--- config.mk ---
export PLATFORM = sky130hd
export DESIGN_NAME = tgio_top
export DESIGN_NICKNAME = d
export VERILOG_FILES = /design/src/pkg/tgio_pkg.sv /design/src/verilog/tgio_pin_sync.sv /design/src/verilog/tgio_top.sv
export SDC_FILE = /design/constraint.sdc
export NUM_CORES = 1
export LEC_CHECK = 0
export BUFFER_PORTS_ARGS = -buffer_cell sky130_fd_sc_hd__buf_2
export CORE_MARGIN = 8
export CORE_UTILIZATION = 51
export CTS_BUF_LIST = sky130_fd_sc_hd__clkbuf_16
export CTS_CLUSTER_DIAMETER = 30
export DETAILED_ROUTE_END_ITERATION = 6
export PLACE_DENSITY = 0.78
export SLEW_MARGIN = 10
export SYNTH_ARGS = -nofsm -noshare
export SYNTH_HDL_FRONTEND = slang
export SYNTH_SLANG_ARGS = --single-unit
--- constraint.sdc ---
create_clock -name CLK_SYS -period 3.1 [get_ports CLK_SYS]
set_input_delay 0.155 -clock CLK_SYS [delete_from_list [all_inputs] [get_ports CLK_SYS]]
set_output_delay 0.155 -clock CLK_SYS [all_outputs]
set_load 0.01 [all_outputs]
--- src/pkg/tgio_pkg.sv ---
// Purpose: shared constants for the timer pin function control block
// Assumes: one clock domain, 8-bit control registers on a plain port
// Notes:   register indices are word indices on the plain port
package tgio_pkg;

    // ****************************************************************
    // register map
    // ****************************************************************
    localparam int unsigned ADDR_W          = 3;
    localparam logic [2:0]  IDX_CH0_HIGH    = 3'h0;
    localparam logic [2:0]  IDX_CH0_LOW     = 3'h1;
    localparam logic [2:0]  IDX_CH1         = 3'h2;
    localparam logic [2:0]  IDX_CH2         = 3'h3;
    localparam logic [2:0]  IDX_PIN_OUT     = 3'h4;
    localparam logic [2:0]  IDX_PIN_IN      = 3'h5;

    localparam int unsigned DATA_W          = 8;
    localparam logic [7:0]  CTRL_RESET      = 8'h00;
    localparam logic [7:0]  CH0_WRITE_MASK  = 8'h7f;
    localparam logic [7:0]  FULL_WRITE_MASK = 8'hff;
    localparam logic [7:0]  READ_ZERO       = 8'h00;

    // ****************************************************************
    // field layout
    // ****************************************************************
    localparam int unsigned FIELD_W   = 4;
    localparam int unsigned LO_LSB    = 0;
    localparam int unsigned HI_LSB    = 4;
    localparam int unsigned BIT_INIT  = 2;
    localparam int unsigned BIT_MODE  = 3;
    localparam int unsigned BIT_CNT   = 2;

    // ****************************************************************
    // field codes
    // ****************************************************************
    localparam logic [1:0] ACT_NONE   = 2'h0;
    localparam logic [1:0] ACT_LOW    = 2'h1;
    localparam logic [1:0] ACT_HIGH   = 2'h2;
    localparam logic [1:0] ACT_TOGGLE = 2'h3;
    localparam logic [1:0] CAP_RISE   = 2'h0;
    localparam logic [1:0] CAP_FALL   = 2'h1;
    localparam logic [1:0] CAP_BOTH   = 2'h2;

    // ****************************************************************
    // general register slots
    // ****************************************************************
    localparam int unsigned NUM_UNITS = 8;
    localparam int unsigned U_CH0_A   = 0;
    localparam int unsigned U_CH0_B   = 1;
    localparam int unsigned U_CH0_C   = 2;
    localparam int unsigned U_CH0_D   = 3;
    localparam int unsigned U_CH1_A   = 4;
    localparam int unsigned U_CH1_B   = 5;
    localparam int unsigned U_CH2_A   = 6;
    localparam int unsigned U_CH2_B   = 7;

endpackage

--- src/verilog/tgio_pin_sync.sv ---
// Purpose: three-stage synchroniser and edge finder for one timer pin
// Assumes: pin is asynchronous to clk
// Notes:   a change counts once stages two and three agree
module tgio_pin_sync (
    input  wire logic clk,
    input  wire logic rst_n,
    input  wire logic pin_async,
    output logic      level,
    output logic      rise,
    output logic      fall
);

    logic s1_reg;
    logic s2_reg;
    logic s3_reg;
    logic level_reg;
    logic rise_reg;
    logic fall_reg;

    // ****************************************************************
    // sampling chain
    // ****************************************************************
    // the first stage feeds only the second, to keep metastability out
    always_ff @(posedge clk or negedge rst_n) begin
        if (!rst_n) begin
            s1_reg <= 1'b0;
            s2_reg <= 1'b0;
            s3_reg <= 1'b0;
        end else begin
            s1_reg <= pin_async;
            s2_reg <= s1_reg;
            s3_reg <= s2_reg;
        end
    end

    // ****************************************************************
    // accepted level and edges
    // ****************************************************************
    always_ff @(posedge clk or negedge rst_n) begin
        if (!rst_n) begin
            level_reg <= 1'b0;
            rise_reg  <= 1'b0;
            fall_reg  <= 1'b0;
        end else begin
            rise_reg <= 1'b0;
            fall_reg <= 1'b0;
            if (s2_reg == s3_reg && s3_reg != level_reg) begin
                level_reg <= s3_reg;
                rise_reg  <= s3_reg;
                fall_reg  <= ~s3_reg;
            end
        end
    end

    assign level = level_reg;
    assign rise  = rise_reg;
    assign fall  = fall_reg;

endmodule

--- src/verilog/tgio_top.sv ---
// Purpose: pin function control registers of a three-channel timer
// Assumes: counter, compare match and capture load live outside
// Notes:   capture strobes tell the outside which register to load
module tgio_top #(
    parameter int unsigned NUM_UNITS = tgio_pkg::NUM_UNITS
) (
    input  wire logic                        CLK_SYS,
    input  wire logic                        RESET_N,
    input  wire logic [tgio_pkg::ADDR_W-1:0] REG_ADDR,
    input  wire logic [tgio_pkg::DATA_W-1:0] REG_WDATA,
    input  wire logic                        REG_WR,
    input  wire logic                        REG_RD,
    output logic      [tgio_pkg::DATA_W-1:0] REG_RDATA,
    input  wire logic [NUM_UNITS-1:0]        COMPARE_MATCH,
    input  wire logic                        CHAN1_COUNT_STEP,
    input  wire logic                        BUF_MODE_A,
    input  wire logic                        BUF_MODE_B,
    input  wire logic [NUM_UNITS-1:0]        PIN_IN,
    output logic      [NUM_UNITS-1:0]        PIN_OUT,
    output logic      [NUM_UNITS-1:0]        PIN_OE_N,
    output logic      [NUM_UNITS-1:0]        CAPTURE_STROBE
);

    // ****************************************************************
    // elaboration checks
    // ****************************************************************
    // the slot map is fixed at eight general registers
    if (NUM_UNITS != tgio_pkg::NUM_UNITS) begin : g_bad_units
        $error("tgio_top supports exactly eight general registers");
    end

    // ****************************************************************
    // declarations
    // ****************************************************************
    logic [7:0]                  ch0_high_reg;
    logic [7:0]                  ch0_low_reg;
    logic [7:0]                  ch1_reg;
    logic [7:0]                  ch2_reg;
    logic [7:0]                  rdata_reg;
    logic [7:0]                  rdata_next;
    logic                        wr_ch0_high;
    logic                        wr_ch0_low;
    logic                        wr_ch1;
    logic                        wr_ch2;
    logic [tgio_pkg::FIELD_W-1:0] field [NUM_UNITS];
    logic [NUM_UNITS-1:0]        field_load;
    logic [NUM_UNITS-1:0]        unit_enable;
    logic [NUM_UNITS-1:0]        pin_level;
    logic [NUM_UNITS-1:0]        pin_rise;
    logic [NUM_UNITS-1:0]        pin_fall;
    logic [NUM_UNITS-1:0]        pin_out_reg;
    logic [NUM_UNITS-1:0]        pin_oe_n_reg;
    logic [NUM_UNITS-1:0]        capture_reg;

    // ****************************************************************
    // write decode
    // ****************************************************************
    assign wr_ch0_high = REG_WR && (REG_ADDR == tgio_pkg::IDX_CH0_HIGH);
    assign wr_ch0_low  = REG_WR && (REG_ADDR == tgio_pkg::IDX_CH0_LOW);
    assign wr_ch1      = REG_WR && (REG_ADDR == tgio_pkg::IDX_CH1);
    assign wr_ch2      = REG_WR && (REG_ADDR == tgio_pkg::IDX_CH2);

    // ****************************************************************
    // channel 0 high byte
    // ****************************************************************
    always_ff @(posedge CLK_SYS or negedge RESET_N) begin
        if (!RESET_N) begin
            ch0_high_reg <= tgio_pkg::CTRL_RESET;
        end else if (wr_ch0_high) begin
            // bit 7 is held at zero whatever software writes
            ch0_high_reg <= REG_WDATA & tgio_pkg::CH0_WRITE_MASK;
        end
    end

    // ****************************************************************
    // channel 0 low byte
    // ****************************************************************
    always_ff @(posedge CLK_SYS or negedge RESET_N) begin
        if (!RESET_N) begin
            ch0_low_reg <= tgio_pkg::CTRL_RESET;
        end else if (wr_ch0_low) begin
            ch0_low_reg <= REG_WDATA & tgio_pkg::CH0_WRITE_MASK;
        end
    end

    // ****************************************************************
    // channel 1 and 2 bytes
    // ****************************************************************
    always_ff @(posedge CLK_SYS or negedge RESET_N) begin
        if (!RESET_N) begin
            ch1_reg <= tgio_pkg::CTRL_RESET;
        end else if (wr_ch1) begin
            ch1_reg <= REG_WDATA & tgio_pkg::FULL_WRITE_MASK;
        end
    end

    always_ff @(posedge CLK_SYS or negedge RESET_N) begin
        if (!RESET_N) begin
            ch2_reg <= tgio_pkg::CTRL_RESET;
        end else if (wr_ch2) begin
            ch2_reg <= REG_WDATA & tgio_pkg::FULL_WRITE_MASK;
        end
    end

    // ****************************************************************
    // field extraction
    // ****************************************************************
    // three-bit fields are widened with a zero top bit, so they can
    // only ever select compare functions
    assign field[tgio_pkg::U_CH0_A] = ch0_high_reg[tgio_pkg::LO_LSB +: 4];
    assign field[tgio_pkg::U_CH0_B] = {1'b0, ch0_high_reg[tgio_pkg::HI_LSB +: 3]};
    assign field[tgio_pkg::U_CH0_C] = ch0_low_reg[tgio_pkg::LO_LSB +: 4];
    assign field[tgio_pkg::U_CH0_D] = {1'b0, ch0_low_reg[tgio_pkg::HI_LSB +: 3]};
    assign field[tgio_pkg::U_CH1_A] = ch1_reg[tgio_pkg::LO_LSB +: 4];
    assign field[tgio_pkg::U_CH1_B] = ch1_reg[tgio_pkg::HI_LSB +: 4];
    assign field[tgio_pkg::U_CH2_A] = ch2_reg[tgio_pkg::LO_LSB +: 4];
    assign field[tgio_pkg::U_CH2_B] = ch2_reg[tgio_pkg::HI_LSB +: 4];

    // a write reloads the initial level of both fields in that byte
    assign field_load[tgio_pkg::U_CH0_A] = wr_ch0_high;
    assign field_load[tgio_pkg::U_CH0_B] = wr_ch0_high;
    assign field_load[tgio_pkg::U_CH0_C] = wr_ch0_low;
    assign field_load[tgio_pkg::U_CH0_D] = wr_ch0_low;
    assign field_load[tgio_pkg::U_CH1_A] = wr_ch1;
    assign field_load[tgio_pkg::U_CH1_B] = wr_ch1;
    assign field_load[tgio_pkg::U_CH2_A] = wr_ch2;
    assign field_load[tgio_pkg::U_CH2_B] = wr_ch2;

    // ****************************************************************
    // buffer mode gating
    // ****************************************************************
    // register C acts purely as a buffer in buffer mode A, register D in buffer mode B
    always_comb begin
        unit_enable = '1;
        unit_enable[tgio_pkg::U_CH0_C] = ~BUF_MODE_A;
        unit_enable[tgio_pkg::U_CH0_D] = ~BUF_MODE_B;
    end

    // ****************************************************************
    // per general register logic
    // ****************************************************************
    for (genvar i = 0; i < NUM_UNITS; i++) begin : g_unit
        // odd slots hold upper-nibble fields, even slots lower-nibble ones
        localparam int unsigned WR_LSB = (i % 2 == 1) ? tgio_pkg::HI_LSB : tgio_pkg::LO_LSB;
        logic       is_capture;
        logic [1:0] action;
        logic       drive_on;

        assign is_capture = field[i][tgio_pkg::BIT_MODE];
        assign action     = field[i][1:0];
        assign drive_on   = unit_enable[i] && !is_capture
                            && (action != tgio_pkg::ACT_NONE);

        tgio_pin_sync u_sync (
            .clk       (CLK_SYS),
            .rst_n     (RESET_N),
            .pin_async (PIN_IN[i]),
            .level     (pin_level[i]),
            .rise      (pin_rise[i]),
            .fall      (pin_fall[i])
        );

        // compare output level; a control write wins over a match
        // in the same cycle, so software sees its initial level
        always_ff @(posedge CLK_SYS or negedge RESET_N) begin
            if (!RESET_N) begin
                pin_out_reg[i] <= 1'b0;
            end else if (field_load[i]) begin
                // the field register updates on this same edge, so take the new byte
                pin_out_reg[i] <= REG_WDATA[WR_LSB + tgio_pkg::BIT_INIT];
            end else if (drive_on && COMPARE_MATCH[i]) begin
                unique case (action)
                    tgio_pkg::ACT_LOW: begin
                        pin_out_reg[i] <= 1'b0;
                    end
                    tgio_pkg::ACT_HIGH: begin
                        pin_out_reg[i] <= 1'b1;
                    end
                    tgio_pkg::ACT_TOGGLE: begin
                        pin_out_reg[i] <= ~pin_out_reg[i];
                    end
                    tgio_pkg::ACT_NONE: begin
                        pin_out_reg[i] <= pin_out_reg[i];
                    end
                endcase
            end
        end

        // pin is released while output is disabled or capturing
        always_ff @(posedge CLK_SYS or negedge RESET_N) begin
            if (!RESET_N) begin
                pin_oe_n_reg[i] <= 1'b1;
            end else begin
                pin_oe_n_reg[i] <= ~drive_on;
            end
        end

        // capture strobe, one cycle per accepted event
        always_ff @(posedge CLK_SYS or negedge RESET_N) begin
            if (!RESET_N) begin
                capture_reg[i] <= 1'b0;
            end else if (!unit_enable[i] || !is_capture) begin
                capture_reg[i] <= 1'b0;
            end else if (field[i][tgio_pkg::BIT_CNT]) begin
                capture_reg[i] <= CHAN1_COUNT_STEP;
            end else begin
                unique case (action)
                    tgio_pkg::CAP_RISE: begin
                        capture_reg[i] <= pin_rise[i];
                    end
                    tgio_pkg::CAP_FALL: begin
                        capture_reg[i] <= pin_fall[i];
                    end
                    tgio_pkg::CAP_BOTH: begin
                        capture_reg[i] <= pin_rise[i] | pin_fall[i];
                    end
                    default: begin
                        // unassigned capture code: no capture
                        capture_reg[i] <= 1'b0;
                    end
                endcase
            end
        end
    end

    // ****************************************************************
    // read path
    // ****************************************************************
    always_comb begin
        rdata_next = tgio_pkg::READ_ZERO;
        unique case (REG_ADDR)
            tgio_pkg::IDX_CH0_HIGH: begin
                rdata_next = ch0_high_reg;
            end
            tgio_pkg::IDX_CH0_LOW: begin
                rdata_next = ch0_low_reg;
            end
            tgio_pkg::IDX_CH1: begin
                rdata_next = ch1_reg;
            end
            tgio_pkg::IDX_CH2: begin
                rdata_next = ch2_reg;
            end
            tgio_pkg::IDX_PIN_OUT: begin
                rdata_next = pin_out_reg;
            end
            tgio_pkg::IDX_PIN_IN: begin
                rdata_next = pin_level;
            end
            default: begin
                // unmapped index reads as zero
                rdata_next = tgio_pkg::READ_ZERO;
            end
        endcase
    end

    // data stands only in the cycle after the read strobe
    always_ff @(posedge CLK_SYS or negedge RESET_N) begin
        if (!RESET_N) begin
            rdata_reg <= tgio_pkg::READ_ZERO;
        end else if (REG_RD) begin
            rdata_reg <= rdata_next;
        end else begin
            rdata_reg <= tgio_pkg::READ_ZERO;
        end
    end

    // ****************************************************************
    // outputs
    // ****************************************************************
    assign REG_RDATA      = rdata_reg;
    assign PIN_OUT        = pin_out_reg;
    assign PIN_OE_N       = pin_oe_n_reg;
    assign CAPTURE_STROBE = capture_reg;

endmodule

==> results.txt <==
status - completed
Die Y - 106 um
async set-reset flop share out of synthesis - 100%
FF-to-FF Start - ch0_high_reg[3]
Worst slew margin - 44.6%
# DRC - 0
critical path, cell by cell - buf_2 > inv_1 > nor3_2 > mux2_2
kind of critical path - input pin to flop
Worst path max stage delay - 0.63 ns
Hold Crit Start - REG_WDATA[7]
post-detailed-route count of antenna-violating nets - 0
cell area power density - 729 nW/um2
Setup crit end kind - flop
initial antenna violation count - 0
Nets - 444
# H-tree levels - 3
post-synth top area cell - dfrtp_1
latest clock arrival within the worst-skew pair - 0.34 ns
pin count of the biggest net entering global routing - 70
Critical Path RT - 3.33 ns
core area - 8050 um2
M2 GR Usage - 26.1%
Setup WS post-layout - 1.45 ns
hold_ws - 0.0391 ns
crit path time final - 1.65 ns
Reg2Reg Depth - 3
Hold Crit Depth - 3
CP max stage cell - nor3_2
GR peak layer - met2
Pre-Repair DR Iteration Count - 4
Tightest Pin Transition - 0.831 ns
VDD IR-drop max - 0.000347 V
WL per Instance - 16.8 um
WP data arrival - 1.88 ns
Cells after Synth - 337
final design utilization - 60.9%
#FFs+latches synth - 104
global-route wire length before repair - 14.6 mm
ranking of synthesized cells by area - dfrtp_1 58%, dfstp_2 5.1%, o21ai_0 4.8%
RSZ-0062 raised after global routing - no
Hold EP - ch1_reg[7]
Starting Density - 51.3%
Via density - 5.38
post-synth cell types - 42
Top delay family on crit path - buffers and inverters
FF-to-FF setup slack - 1.88 ns
layout cells sized above 1 - 26.3%
GPL Wtd Cong - 0.811
Synth Area per Inst - 12.3 um2
Fmax - 605 MHz
Final setup viols - 0
Sum Neg Setup Slack - 0 ns
Static Leak - 2.32 nW
Total Routing Usage GR - 16.5%
Post-synth EDFFs - 0
drt total wl - 8.75 mm
max_cap viols - 0
CP startpoint kind - input pin
clock-pin transition on the worst setup and hold timing paths - 0.06 ns
Vias - 2799
Pins Over Slew Limit - 0
maximum clock path buffer count - 2
pre-CTS setup slack - 1.11 ns
Worst Path Buf+Inv - 2
Chip Width - 106 um
fin crit share - 53.3%
I/O Buffers - 63
Hold Fails Final Rpt - 0
Cell Area, Synth - 4130 um2
full die area - 11200 um2
post-CTS setup buffer count - 0
vias in the first global route - 2862
clk sinks - 104
Yosys Warn Count - 0
CTS Root Cell - clkbuf_16
top cell type's share of synthesized area - 58.2%
final global-route overflow total - 0
total chip power - 3.57 mW
post-synthesis sequential area ratio - 63.3%
CTS tree - done
Area Overhead vs Synth - 18.7%
main flop type after synthesis - dfrtp_1
end of the worst register-to-register path - REG_RDATA[3]
# diodes - 0
Min-Delay Path Class - input pin to flop
num ports - 66
GRT met1 Usage - 20.8%
total CTS buffers - 9
Detailed Route Iter0 Violations - 170
met3 Usage GRT - 5.26%
Post-CTS Resized - 0
num rows - 33
Worst Skew - 0.00698 ns
worst-path fanout max - 26
Post-DP HPWL - 6.14 mm
CTS Hold Bufs - 10
==> worst reg2reg max path, stage by stage (launching register included) <==
cell and delay, ns:
dfrtp_1 0.44, mux4_2 0.48, nand3b_1 0.10, o31ai_1 0.07
==> logic make-up after synthesis <==
logic type      share of synthesized area [%]
flops                                    63.3
compound gates                           13.5
simple gates                             9.18
buf+inv                                  4.39
mux                                      7.79
fa+ha+maj                               0.969
xor+xnor                                0.848
other cells                            0.0908
==> layer usage <==
layer / routed length [um] / vias up
li1: - / 1326
met1: 3730 / 1396
met2: 4360 / 63
met3: 537 / 14
met4: 125 / 0
met5: 0 / -
==> cells in the mapped netlist (2+ instances only) <==
| cell type | count |
|---|---|
| nand2_1 | 39 |
| a21oi_1 | 12 |
| clkbuf_1 | 2 |
| inv_1 | 19 |
| buf_4 | 7 |
| a21boi_0 | 2 |
| nor3b_1 | 7 |
| o21ai_0 | 40 |
| mux2i_1 | 13 |
| a221oi_1 | 4 |
| nor2_1 | 15 |
| dfrtp_1 | 96 |
| o211a_1 | 2 |
| o221ai_1 | 4 |
| a31oi_1 | 5 |
| buf_6 | 4 |
| a211oi_1 | 4 |
| a311o_1 | 2 |
| and2_1 | 2 |
| o21a_1 | 4 |
| maj3_1 | 4 |
| xor2_1 | 4 |
| dfstp_2 | 8 |
| nand2b_1 | 2 |
| mux2_2 | 15 |
| a41o_1 | 5 |
==> metrics by stage <==
stage / instances / instance area, um2
6_report: 520 / 4900
2_1_floorplan: 338 / 4130
4_1_cts: 520 / 4900
5_1_grt: 520 / 4900
3_5_place_dp: 494 / 4490
3_3_place_gp: 494 / 4490
==> how the worst max path moves through the flow <==
stage	startpoint	to	depth (start not counted)
after floorplan	REG_ADDR[2]	ch0_low_reg[3]	5
after global placement	REG_ADDR[0]	ch0_low_reg[5]	4
after detailed placement	REG_ADDR[0]	ch0_low_reg[3]	4
after CTS	REG_ADDR[0]	ch0_low_reg[3]	4
after global routing	REG_ADDR[0]	ch0_low_reg[3]	4
final	REG_ADDR[0]	ch0_low_reg[3]	4
==> final cells by class <==
class	instances	area, um2
Timing Repair Buffer	75	433
Inverter	19	71.3
Clock buffer	9	225
Fill cell	605	3150
Tap cell	105	131
Sequential cell	104	2610
Clock inverter	7	88.8
Multi-Input combinational cell	201	1340
==> cells in the final DEF, fill, tap and decap left out, types with 2 or more instances in the layout <==
cell type      count
clkbuf_16          9
dfstp_2            8
bufinv_16          2
a21boi_0           2
dfrtp_1           96
a21oi_1           12
xor2_1             4
conb_1             2
mux2_2            15
nand2_1           39
nor2_1            15
a31oi_1            5
mux2i_1           13
a41o_1             5
inv_1             21
nand2b_1           2
buf_2             62
maj3_1             4
o21ai_0           40
o211a_1            2
nor3b_1            7
dlygate4sd3_1     10
o21a_1             4
a311o_1            2
and2_1             2
a211oi_1           4
o221ai_1           4
buf_4              3
a221oi_1           4
==> where the power goes <==
group	internal [mW]	switching (mW)	total, mW
Clock	0.701	0.472	1.17
Sequential	1.59	0.201	1.79
Combinational	0.286	0.321	0.607
(Power assumes the default switching activity.)
